[src/iosd_cfg.svh]
// Purpose: constants for the sampling and diagnostics block
// Assumes: 200 MHz clock
// Notes: parameter indices are the command port's own codes
`ifndef IOSD_CFG_SVH
`define IOSD_CFG_SVH
`define PAR_SAMPLE_PERIOD   4'h0
`define PAR_CHANGE_MASK     4'h1
`define PAR_SUPPLY_THRESH   4'h2
`define PAR_DEST_HIGH       4'h3
`define PAR_DEST_LOW        4'h4
`define PAR_SERIAL_RATE     4'h5
`define PAR_FW_VERSION      4'h6
`define PAR_HW_VERSION      4'h7
`define PAR_JOIN_STATUS     4'h8
`define PAR_SUPPLY_MV       4'h9
`define PAR_LAST_HOP        4'hA
`define PAR_TEMPERATURE     4'hB
`define PERIOD_MIN          16'h0032
`define JOIN_INIT           8'hFF
`define JOIN_OK             8'h00
`define SUPPLY_MASK_BIT     7
`define MS_NS               1000000
`define CLK_NS              5
`define CYC_PER_MS          (`MS_NS / `CLK_NS)
`define LINE_COUNT          13
`endif

[src/iosd_pkg.sv]
// Purpose: types for the sampling and diagnostics block
// Assumes: nothing
// Notes: types only, constants live in the cfg header
package iosd_pkg;
	typedef enum logic [1:0] {
		CMD_IDLE   = 2'b00,
		CMD_WRITE  = 2'b01,
		CMD_READ   = 2'b10,
		CMD_COMMIT = 2'b11
	} cmd_t;
	typedef enum logic [1:0] {
		TICK_OFF = 2'b01,
		TICK_RUN = 2'b10
	} tick_state_t;
endpackage

[src/ms_ticker.sv]
// Purpose: divides the clock into millisecond ticks and counts a period
// Assumes: period already validated by the caller
// Notes: period of zero expires every millisecond; only run low holds the timer stopped
`timescale 1ns/1ps
`include "iosd_cfg.svh"
module ms_ticker
	import iosd_pkg::*;
#(
	parameter int CYC_MS = `CYC_PER_MS
) (
	input  wire logic        clk,
	input  wire logic        rstn,
	input  wire logic [15:0] period_ms,
	input  wire logic        run,
	output logic             expire
);
	initial begin
		if (CYC_MS < 1) $error("CYC_MS must be at least one");
	end

	tick_state_t st_q, st_d;
	logic [31:0] cyc_q, cyc_d;
	logic [15:0] ms_q, ms_d;
	logic        exp_q, exp_d;

	// next state; nothing else restarts this timer, so change samples never disturb it
	always_comb begin
		st_d  = st_q;
		cyc_d = cyc_q;
		ms_d  = ms_q;
		exp_d = 1'b0;
		unique case (st_q)
			TICK_OFF: begin
				cyc_d = 32'h0;
				ms_d  = 16'h0;
				if (run) st_d = TICK_RUN;
			end
			TICK_RUN: begin
				if (!run) begin
					st_d = TICK_OFF;
				end else if (cyc_q == 32'(CYC_MS - 1)) begin
					cyc_d = 32'h0;
					if (ms_q + 16'h1 >= period_ms) begin
						ms_d  = 16'h0;
						exp_d = 1'b1;
					end else begin
						ms_d = ms_q + 16'h1;
					end
				end else begin
					cyc_d = cyc_q + 32'h1;
				end
			end
			default: st_d = TICK_OFF;
		endcase
	end

	always_ff @(posedge clk) begin
		if (!rstn) begin
			st_q  <= TICK_OFF;
			cyc_q <= 32'h0;
			ms_q  <= 16'h0;
			exp_q <= 1'b0;
		end else begin
			st_q  <= st_d;
			cyc_q <= cyc_d;
			ms_q  <= ms_d;
			exp_q <= exp_d;
		end
	end

	assign expire = exp_q;
endmodule // ms_ticker

[src/line_watch.sv]
// Purpose: synchronises digital lines and flags masked changes
// Assumes: lines are asynchronous pins
// Notes: first flop feeds only the second
`timescale 1ns/1ps
module line_watch #(
	parameter int N = 13
) (
	input  wire logic         clk,
	input  wire logic         rstn,
	input  wire logic [N-1:0] lines,
	input  wire logic [N-1:0] watch,
	output logic [N-1:0]      level,
	output logic              changed
);
	initial begin
		if (N < 1 || N > 16) $error("N out of range");
	end

	logic [N-1:0] s1_q, s2_q, prev_q, hit;

	// per-line edge detect after the two-flop synchroniser
	for (genvar i = 0; i < N; i++) begin : g_line
		always_ff @(posedge clk) begin
			if (!rstn) begin
				s1_q[i]   <= 1'b0;
				s2_q[i]   <= 1'b0;
				prev_q[i] <= 1'b0;
			end else begin
				s1_q[i]   <= lines[i];
				s2_q[i]   <= s1_q[i];
				prev_q[i] <= s2_q[i];
			end
		end
		assign hit[i] = watch[i] & (s2_q[i] ^ prev_q[i]);
	end

	assign level   = s2_q;
	assign changed = |hit;
endmodule // line_watch

[src/io_sampling_diagnostics.sv]
// Purpose: settings, status and sample triggering for I/O sampling
// Assumes: host command decoder drives the param port on clk
// Notes: writes queue until commit, except the strength clear; status values come in from the radio side
// Contract
// - nonzero period samples enabled inputs once per period in milliseconds
// - period is zero (off, reset) or 0x32..0xFFFF; others refused
// - periodic sampling needs nonzero period and at least one enabled pin
// - every sample set goes to the destination high/low address
// - masked digital line change sends a sample set at once
// - mask bit n watches line n for 0..12; mask resets to zero
// - supply at or below threshold appends reading, sets channel bit 7
// - threshold zero, the reset value, disables supply inclusion
// - firmware version is read-only, sixteen bits, four hex digits
// - hardware version read-only: high byte type, low byte revision
// - join status reads 0x00 when joined, 0xFF during start-up
// - supply voltage status is read-only millivolts, sixteen bits
// - signal strength holds magnitude in negative dBm
// - writing zero clears strength; next packet updates it, last hop
// - temperature on high-power variant is signed whole degrees
// - execution actions act at once, no commit needed
// - commit applies all queued values together, stays in command mode
`timescale 1ns/1ps
`include "iosd_cfg.svh"
module io_sampling_diagnostics
	import iosd_pkg::*;
#(
	parameter int          LINES      = `LINE_COUNT,
	parameter int          CYC_MS     = `CYC_PER_MS,
	parameter logic [15:0] FW_VERSION = 16'h1234, // arbitrary value
	parameter logic [15:0] HW_VERSION = 16'h5A01, // arbitrary value
	parameter bit          HIGH_POWER = 1'b1
) (
	input  wire logic             clk,
	input  wire logic             rstn,
	input  wire logic [1:0]       cmd,
	input  wire logic [3:0]       cmd_index,
	input  wire logic [15:0]      cmd_wdata,
	output logic [15:0]           cmd_rdata,
	output logic                  cmd_done,
	output logic                  cmd_error,
	input  wire logic [LINES-1:0] dio_lines,
	input  wire logic [LINES-1:0] dio_enabled,
	input  wire logic             analog_enabled,
	input  wire logic [7:0]       join_code,
	input  wire logic [15:0]      supply_mv_in,
	input  wire logic [7:0]       rx_strength,
	input  wire logic             rx_valid,
	input  wire logic [15:0]      temp_in,
	output logic                  sample_req,
	output logic                  sample_from_change,
	output logic [31:0]           sample_dest,
	output logic [LINES-1:0]      sample_levels,
	output logic                  sample_supply_en,
	output logic [15:0]           sample_supply_mv,
	output logic [7:0]            analog_mask_hi,
	output logic [15:0]           serial_rate
);
	initial begin
		if (LINES != `LINE_COUNT) $error("LINES must match change mask width");
	end

	cmd_t cmd_c;
	assign cmd_c = cmd_t'(cmd);

	// queued (pending) and active settings
	logic [15:0] per_pend_q, per_pend_d, per_q, per_d;
	logic [15:0] msk_pend_q, msk_pend_d, msk_q, msk_d;
	logic [15:0] thr_pend_q, thr_pend_d, thr_q, thr_d;
	logic [15:0] dh_pend_q, dh_pend_d, dh_q, dh_d;
	logic [15:0] dl_pend_q, dl_pend_d, dl_q, dl_d;
	logic [15:0] br_pend_q, br_pend_d, br_q, br_d;
	logic [7:0]  hop_q, hop_d;
	logic [15:0] rd_q, rd_d;
	logic        done_q, done_d, err_q, err_d;

	// status inputs come from elsewhere in the device: sample them twice
	logic [7:0]  join_s1_q, join_s2_q;
	logic [15:0] vcc_s1_q, vcc_s2_q, tmp_s1_q, tmp_s2_q;
	logic [7:0]  rxs_s1_q, rxs_s2_q;
	logic        rxv_s1_q, rxv_s2_q, rxv_p_q;
	logic        rx_event;

	always_ff @(posedge clk) begin
		if (!rstn) begin
			join_s1_q <= `JOIN_INIT;
			join_s2_q <= `JOIN_INIT;
			vcc_s1_q  <= 16'h0;
			vcc_s2_q  <= 16'h0;
			tmp_s1_q  <= 16'h0;
			tmp_s2_q  <= 16'h0;
			rxs_s1_q  <= 8'h0;
			rxs_s2_q  <= 8'h0;
			rxv_s1_q  <= 1'b0;
			rxv_s2_q  <= 1'b0;
			rxv_p_q   <= 1'b0;
		end else begin
			join_s1_q <= join_code;
			join_s2_q <= join_s1_q;
			vcc_s1_q  <= supply_mv_in;
			vcc_s2_q  <= vcc_s1_q;
			tmp_s1_q  <= temp_in;
			tmp_s2_q  <= tmp_s1_q;
			rxs_s1_q  <= rx_strength;
			rxs_s2_q  <= rxs_s1_q;
			rxv_s1_q  <= rx_valid;
			rxv_s2_q  <= rxv_s1_q;
			rxv_p_q   <= rxv_s2_q;
		end
	end
	// packet arrival is a rising edge of the synchronised valid
	assign rx_event = rxv_s2_q & ~rxv_p_q;

	// command port: queue settings writes, clear strength at once, answer reads, commit on request
	always_comb begin
		per_pend_d = per_pend_q;
		msk_pend_d = msk_pend_q;
		thr_pend_d = thr_pend_q;
		dh_pend_d  = dh_pend_q;
		dl_pend_d  = dl_pend_q;
		br_pend_d  = br_pend_q;
		per_d      = per_q;
		msk_d      = msk_q;
		thr_d      = thr_q;
		dh_d       = dh_q;
		dl_d       = dl_q;
		br_d       = br_q;
		hop_d      = hop_q;
		rd_d       = rd_q;
		done_d     = 1'b0;
		err_d      = 1'b0;
		if (rx_event) hop_d = rxs_s2_q;
		unique case (cmd_c)
			CMD_IDLE: ;
			CMD_WRITE: begin
				done_d = 1'b1;
				unique case (cmd_index)
					`PAR_SAMPLE_PERIOD: begin
						if (cmd_wdata == 16'h0 || cmd_wdata >= `PERIOD_MIN)
							per_pend_d = cmd_wdata;
						else
							err_d = 1'b1;
					end
					`PAR_CHANGE_MASK:   msk_pend_d = cmd_wdata;
					`PAR_SUPPLY_THRESH: thr_pend_d = cmd_wdata;
					`PAR_DEST_HIGH:     dh_pend_d  = cmd_wdata;
					`PAR_DEST_LOW:      dl_pend_d  = cmd_wdata;
					`PAR_SERIAL_RATE:   br_pend_d  = cmd_wdata;
					// clear acts at once; a packet in the same cycle wins
					`PAR_LAST_HOP: begin
						if (cmd_wdata == 16'h0 && !rx_event)
							hop_d = 8'h0;
						else if (cmd_wdata != 16'h0)
							err_d = 1'b1;
					end
					default: err_d = 1'b1; // read-only or unmapped
				endcase
			end
			CMD_READ: begin
				done_d = 1'b1;
				unique case (cmd_index)
					`PAR_SAMPLE_PERIOD: rd_d = per_pend_q;
					`PAR_CHANGE_MASK:   rd_d = msk_pend_q;
					`PAR_SUPPLY_THRESH: rd_d = thr_pend_q;
					`PAR_DEST_HIGH:     rd_d = dh_pend_q;
					`PAR_DEST_LOW:      rd_d = dl_pend_q;
					`PAR_SERIAL_RATE:   rd_d = br_pend_q;
					`PAR_FW_VERSION:    rd_d = FW_VERSION;
					`PAR_HW_VERSION:    rd_d = HW_VERSION;
					`PAR_JOIN_STATUS:   rd_d = {8'h0, join_s2_q};
					`PAR_SUPPLY_MV:     rd_d = vcc_s2_q;
					`PAR_LAST_HOP:      rd_d = {8'h0, hop_q};
					`PAR_TEMPERATURE: begin
						if (HIGH_POWER) rd_d = tmp_s2_q;
						else err_d = 1'b1;
					end
					default: begin
						rd_d  = 16'h0;
						err_d = 1'b1;
					end
				endcase
			end
			// commit acts at once, all settings together
			CMD_COMMIT: begin
				done_d = 1'b1;
				per_d  = per_pend_q;
				msk_d  = msk_pend_q;
				thr_d  = thr_pend_q;
				dh_d   = dh_pend_q;
				dl_d   = dl_pend_q;
				br_d   = br_pend_q;
			end
		endcase
	end

	always_ff @(posedge clk) begin
		if (!rstn) begin
			per_pend_q <= 16'h0;
			msk_pend_q <= 16'h0;
			thr_pend_q <= 16'h0;
			dh_pend_q  <= 16'h0;
			dl_pend_q  <= 16'h0;
			br_pend_q  <= 16'h0;
			per_q      <= 16'h0;
			msk_q      <= 16'h0;
			thr_q      <= 16'h0;
			dh_q       <= 16'h0;
			dl_q       <= 16'h0;
			br_q       <= 16'h0;
			hop_q      <= 8'h0;
			rd_q       <= 16'h0;
			done_q     <= 1'b0;
			err_q      <= 1'b0;
		end else begin
			per_pend_q <= per_pend_d;
			msk_pend_q <= msk_pend_d;
			thr_pend_q <= thr_pend_d;
			dh_pend_q  <= dh_pend_d;
			dl_pend_q  <= dl_pend_d;
			br_pend_q  <= br_pend_d;
			per_q      <= per_d;
			msk_q      <= msk_d;
			thr_q      <= thr_d;
			dh_q       <= dh_d;
			dl_q       <= dl_d;
			br_q       <= br_d;
			hop_q      <= hop_d;
			rd_q       <= rd_d;
			done_q     <= done_d;
			err_q      <= err_d;
		end
	end

	logic run, tick, chg;
	logic [LINES-1:0] lvl;
	assign run = (per_q != 16'h0) && ((|dio_enabled) || analog_enabled);

	ms_ticker #(.CYC_MS(CYC_MS)) u_tick (
		.clk       (clk),
		.rstn      (rstn),
		.period_ms (per_q),
		.run       (run),
		.expire    (tick)
	);

	line_watch #(.N(LINES)) u_watch (
		.clk     (clk),
		.rstn    (rstn),
		.lines   (dio_lines),
		.watch   (msk_q[LINES-1:0] & dio_enabled),
		.level   (lvl),
		.changed (chg)
	);

	// sample output stage; data registered, one-cycle request
	logic             req_q, req_d, fch_q, fch_d, sup_q, sup_d;
	logic [31:0]      dst_q, dst_d;
	logic [LINES-1:0] lv_q, lv_d;
	logic [15:0]      smv_q, smv_d;

	always_comb begin
		req_d = tick | chg;
		fch_d = chg;
		dst_d = dst_q;
		lv_d  = lv_q;
		sup_d = sup_q;
		smv_d = smv_q;
		if (tick | chg) begin
			dst_d = {dh_q, dl_q};
			lv_d  = lvl;
			sup_d = (thr_q != 16'h0) && (vcc_s2_q <= thr_q);
			smv_d = vcc_s2_q;
		end
	end

	always_ff @(posedge clk) begin
		if (!rstn) begin
			req_q <= 1'b0;
			fch_q <= 1'b0;
			dst_q <= 32'h0;
			lv_q  <= '0;
			sup_q <= 1'b0;
			smv_q <= 16'h0;
		end else begin
			req_q <= req_d;
			fch_q <= fch_d;
			dst_q <= dst_d;
			lv_q  <= lv_d;
			sup_q <= sup_d;
			smv_q <= smv_d;
		end
	end

	assign sample_req         = req_q;
	assign sample_from_change = fch_q;
	assign sample_dest        = dst_q;
	assign sample_levels      = lv_q;
	assign sample_supply_en   = sup_q;
	assign sample_supply_mv   = smv_q;
	assign analog_mask_hi     = {sup_q, 7'h0};
	// serial rate only moves on commit
	assign serial_rate        = br_q;
	assign cmd_rdata          = rd_q;
	assign cmd_done           = done_q;
	assign cmd_error          = err_q;

	period_legal_a: assert property (@(posedge clk) disable iff (!rstn)
		(per_pend_q == 16'h0 || per_pend_q >= `PERIOD_MIN))
		else $error("queued period illegal");
	commit_copy_a: assert property (@(posedge clk) disable iff (!rstn)
		cmd_c == CMD_COMMIT |=> per_q == $past(per_pend_q) && br_q == $past(br_pend_q))
		else $error("commit did not copy");
	// no periodic samples when gated off
	gate_off_a: assert property (@(posedge clk) disable iff (!rstn)
		!run [*3] |-> !tick)
		else $error("periodic tick while off");
	thr_zero_a: assert property (@(posedge clk) disable iff (!rstn)
		(req_d && thr_q == 16'h0) |=> !sample_supply_en)
		else $error("supply included with zero threshold");
	// supply at or below threshold sets bit 7
	mask_bit_a: assert property (@(posedge clk) disable iff (!rstn)
		((tick || chg) && thr_q != 16'h0 && vcc_s2_q <= thr_q)
		|=> analog_mask_hi[`SUPPLY_MASK_BIT])
		else $error("channel mask bit 7 not set");
	change_req_a: assert property (@(posedge clk) disable iff (!rstn)
		chg |=> sample_req && sample_from_change)
		else $error("change not sampled");
	dest_addr_a: assert property (@(posedge clk) disable iff (!rstn)
		req_d |=> sample_dest == {$past(dh_q), $past(dl_q)})
		else $error("wrong destination");
	hop_clear_a: assert property (@(posedge clk) disable iff (!rstn)
		(cmd_c == CMD_WRITE && cmd_index == `PAR_LAST_HOP && cmd_wdata == 16'h0
		 && !rx_event) |=> hop_q == 8'h0)
		else $error("strength not cleared");
	fw_read_a: assert property (@(posedge clk) disable iff (!rstn)
		(cmd_c == CMD_READ && cmd_index == `PAR_FW_VERSION) |=> cmd_rdata == FW_VERSION)
		else $error("firmware version wrong");

	periodic_c: cover property (@(posedge clk) disable iff (!rstn) tick);
	change_c:   cover property (@(posedge clk) disable iff (!rstn) chg);
	supply_c:   cover property (@(posedge clk) disable iff (!rstn) sample_supply_en);
	commit_c:   cover property (@(posedge clk) disable iff (!rstn) cmd_c == CMD_COMMIT);
endmodule // io_sampling_diagnostics

[config.mk]
export PLATFORM = sky130hd
export DESIGN_NAME = io_sampling_diagnostics
export DESIGN_NICKNAME = d
export VERILOG_FILES = /design/src/iosd_pkg.sv /design/src/ms_ticker.sv /design/src/line_watch.sv /design/src/io_sampling_diagnostics.sv
export VERILOG_INCLUDE_DIRS = /design/src
export SDC_FILE = /design/constraint.sdc
export NUM_CORES = 1
export LEC_CHECK = 0
export ABC_AREA = 1
export ABC_CLOCK_PERIOD_IN_PS = 3200
export BUFFER_PORTS_ARGS = -buffer_cell sky130_fd_sc_hd__buf_2
export CORE_UTILIZATION = 59
export DETAILED_ROUTE_END_ITERATION = 8
export HOLD_SLACK_MARGIN = 0.08
export PLACE_DENSITY_LB_ADDON = 0.3
export SYNTH_ARGS = -nofsm -noshare
export SYNTH_HDL_FRONTEND = slang
export SYNTH_SLANG_ARGS = --single-unit
[constraint.sdc]
create_clock -name clk -period 3.2 [get_ports clk]
set_input_delay 0.64 -clock clk [delete_from_list [all_inputs] [get_ports clk]]
set_output_delay 0.64 -clock clk [all_outputs]
set_load 0.03 [all_outputs]
==> results.py <==
metrics = {
    "clock_tree": {
        "h-tree-depth": 2,
        "cts_max_path_buffers": 3,
        "cts_tree": "done",
        "postCtsHoldBufs": 0,
        "cts_root_buf": "clkbuf_16",
        "numCtsBuffers": 46,
        "cts.sinks": 468,
        "clk_pin_slew_ns": 0.07,
        "post-cts-setup-buffer-count": 0,
        "cts-resized-gates": 0,
        "clk_latency_ns": 0.56,
    },
    "pwr": {
        "clkPwrFrac_pct": 43.6,
        "seq_power_share_pct": 47.3,
        "pwr-share-comb_pct": 9.2,
        "p_total_mw": 13.1,
        "switching_share_pct": 25.5,
        "cellLeakagePower_nw": 10.5,
        "p_int_mw": 9.75,
        "p_switching_mw": 3.33,
        "p_per_area_mw_per_mm2": 598,
        "peakVddDrop_mv": 0.532,
    },
    "timing": {
        "setup_ws_ns": 0.286,
        "rsz0062_at_grt": "no",
        "worstMarginPinSlew_ns": 0.817,
        "fin_crit_ns": 2.91,
        "slew_headroom_pct": 45.4,
        "fmax_mhz": 343,
        "finalSetupViolCount": 0,
        "fin_hold_ws_ns": 0.262,
        "clock_skew_ns": 0.0197,
        "final_max_slew_viol_count": 0,
        "finalHoldViolCount": 0,
        "setup_tns_ns": 0,
        "period_share_pct": 91.1,
    },
    "finish": {
        "syn_to_final_growth_pct": 14.8,
        "final_cell_mix": "nand2_1 (601), dfxtp_1 (468), inv_1 (361), nor2_1 (241), a21oi_1 (237)",
        "layout-drive-gt1-share_pct": 12.1,
        "n_antenna_cell": 0,
        "final_common_cell": "nand2_1",
        "nets": 2894,
        "final_cells": 3195,
    },
    "grt": {
        "antenna_found_initial": 0,
        "grt_pass1_vias": 16347,
        "grt_max_degree": 144,
        "overflow": 0,
        "track_usage_pct": 34.0,
        "grt_pass1_wl_mm": 87.5,
    },
    "setup_path": {
        "r2r-end": "u_tick.ms_q[2]$_SDFFE_PN0P_",
        "worstPathMaxFanout": 15,
        "cp_common_cell": "nand2_1",
        "r2r_cells": 16,
        "path_class": "register to register",
        "end_kind": "register",
        "crit_family": "simple AND/OR/NAND/NOR gates",
        "path_buf_inv": 1,
        "cp_data_required_time_ns": 3.70,
        "cp.arrival_ns": 3.41,
        "cp-start-kind": "register",
        "slowest_delay_ns": 0.41,
        "cpMaxStageDelayCell": "dfxtp_1",
        "r2r_start": "u_tick.ms_q[0]$_SDFFE_PN0P_",
        "ff2ff_setup_slack_ns": 0.29,
        "crit_chain": "ha_1 -> nand2_1 -> nor2_1 -> nand2_1 -> nor2_1 -> nand4_1 -> xor2_1 -> inv_1 -> ha_1 -> nand2_1 -> o21ai_0 -> nor2_1 -> nand3_1 -> nor2_4 -> nand2_1 -> nand2_1",
    },
    "placement": {
        "place.gp.congestion": 1.00,
        "hpwl_mm": 40.8,
        "dp_slack_ns": 0.366,
        "place_inst": 3110,
        "portBuffers": 198,
    },
    "detailed_routing": {
        "drcViolationCount": 0,
        "postRouteAntennaNets": 0,
        "num_vias": 17566,
        "first_iter_violations": 1586,
        "firstDrtPassIters": 6,
        "wl_mm": 56.5,
        "viasPerCell": 5.50,
        "wl_per_cell_um": 17.7,
    },
    "synthesis": {
        "synth-edff-count": 0,
        "syn_avg_cell_area_um2": 7.30,
        "synth_cell_type_count": 42,
        "ys.flop_type": "dfxtp_1",
        "synth_cells": 2608,
        "ys_seq_elements": 468,
        "yosys_warnings": 0,
        "ys_seq_area_share_pct": 49.2,
        "netlist_area_mm2": 0.0190,
        "synth_async_sr_flop_share_pct": 0,
    },
    "worst_hold_path": {
        "hold_start": "dio_lines[1]",
        "worstHoldPathType": "primary input to register",
        "hold_end": "u_watch.s1_q[1]$_SDFF_PN0_",
        "whs_path_depth": 3,
    },
    "die": {
        "rows": 65,
        "start_util_pct": 60.2,
        "chipWidth_um": 182,
        "ios": 206,
        "dieArea_mm2": 0.0330,
        "fp.coreArea_mm2": 0.0316,
        "fp.dieH_um": 182,
    },
    "outcome": {
        "status": "finished clean",
    },
    "flow_run": {
        "maxCapViolCount": 0,
    },
}
[cell type report]
type	count	area, µm²
clock inverters	26	352
flip-flops and latches	468	9370
well taps	402	503
clock buffers	59	1250
fillers	2682	9770
inverters	367	1380
repair buffers	229	1260
multi-input cells	1644	7750
[power groups by stage]
stage,clock network [mW],registers (mW),logic (mW)
floorplan,0,6.37,0.691
global placement,0,6.30,1.15
detailed placement,0,6.31,1.18
CTS,5.75,6.18,1.19
global route,6.00,6.20,1.32
finish,5.70,6.18,1.20
[worst reg2reg max path, cell delays in order, from the launching register on]
cell,delay [ns]
dfxtp_1,0.41
ha_1,0.22
nand2_1,0.09
nor2_1,0.17
nand2_1,0.13
nor2_1,0.17
nand4_1,0.12
xor2_1,0.14
inv_1,0.08
ha_1,0.29
nand2_1,0.06
o21ai_0,0.12
nor2_1,0.18
nand3_1,0.17
nor2_4,0.33
nand2_1,0.10
nand2_1,0.07
[how the worst max path moves through the flow]
stage	startpoint	end	slack [ns]	cells past startpoint
3_5_place_dp	u_tick.ms_q[0]$_SDFFE_PN0P_	u_tick.ms_q[3]$_SDFFE_PN0P_	0.37	16
6_report	u_tick.ms_q[0]$_SDFFE_PN0P_	u_tick.ms_q[2]$_SDFFE_PN0P_	0.29	16
5_1_grt	u_tick.ms_q[0]$_SDFFE_PN0P_	u_tick.ms_q[3]$_SDFFE_PN0P_	0.11	16
3_3_place_gp	u_tick.ms_q[0]$_SDFFE_PN0P_	u_tick.ms_q[1]$_SDFFE_PN0P_	0.44	16
2_1_floorplan	u_tick.ms_q[0]$_SDFFE_PN0P_	u_tick.ms_q[7]$_SDFFE_PN0P_	0.74	17
4_1_cts	u_tick.ms_q[0]$_SDFFE_PN0P_	u_tick.ms_q[2]$_SDFFE_PN0P_	0.33	16
[cells in the mapped netlist, drive strengths merged (2+ instances only)]
cell type | count | area share, %
a21oi | 237 | 6.2
and3 | 2 | 0.066
buf | 41 | 1.2
clkbuf | 94 | 1.9
clkinv | 4 | 0.079
dfxtp | 468 | 49
ha | 38 | 2.5
inv | 363 | 7.2
nand2 | 604 | 12
nand3 | 164 | 4.3
nand3b | 10 | 0.39
nand4 | 24 | 0.87
nor2 | 246 | 4.9
nor3 | 16 | 0.42
nor4 | 5 | 0.24
o211ai | 8 | 0.32
o21ai | 200 | 5.3
o22ai | 38 | 1.2
or2 | 22 | 0.72
xnor2 | 3 | 0.14
xor2 | 13 | 0.60
[through the flow]
step	cell area [µm²]	utilization (%)
after floorplan	19100	-
after detailed placement	20300	64.0
after global routing	21900	69.1
final	21900	69.1
after CTS	21900	69.1
after global placement	20300	64.0
[cells by family (layout without fill, tap and decap cells)]
family / count (synthesis) / in the layout / synth area share, %
other cells: 1 / 7 / 0.0197
fa+ha+maj: 38 / 38 / 2.50
compound gates: 488 / 488 / 13.2
flops: 468 / 468 / 49.2
xor+xnor: 16 / 16 / 0.736
buf+inv: 502 / 681 / 10.3
simple gates: 1095 / 1095 / 24.0
[registers in the layout (all words and copies together) (netlist names), 16 cells and up]
signal / flops
sample_dest: 32
dh_pend_q: 16
msk_pend_q: 16
cmd_rdata: 16
tmp_s1_q: 16
dh_q: 16
u_tick.ms_q: 16
per_q: 16
per_pend_q: 16
dl_q: 16
dl_pend_q: 16
sample_supply_mv: 16
serial_rate: 16
br_pend_q: 16
tmp_s2_q: 16
u_tick.cyc_q: 32
thr_q: 16
thr_pend_q: 16
vcc_s1_q: 16
vcc_s2_q: 16
[layer usage]
layer	GRT usage (%)	vias to the layer above	part of all wire (%)
met5	0	-	0
met4	14.8	0	4.4
met3	5.58	151	8.3
met1	45.0	8140	42
met2	54.8	732	45
li1	-	8543	-
Power figures use the tool's default switching activity.
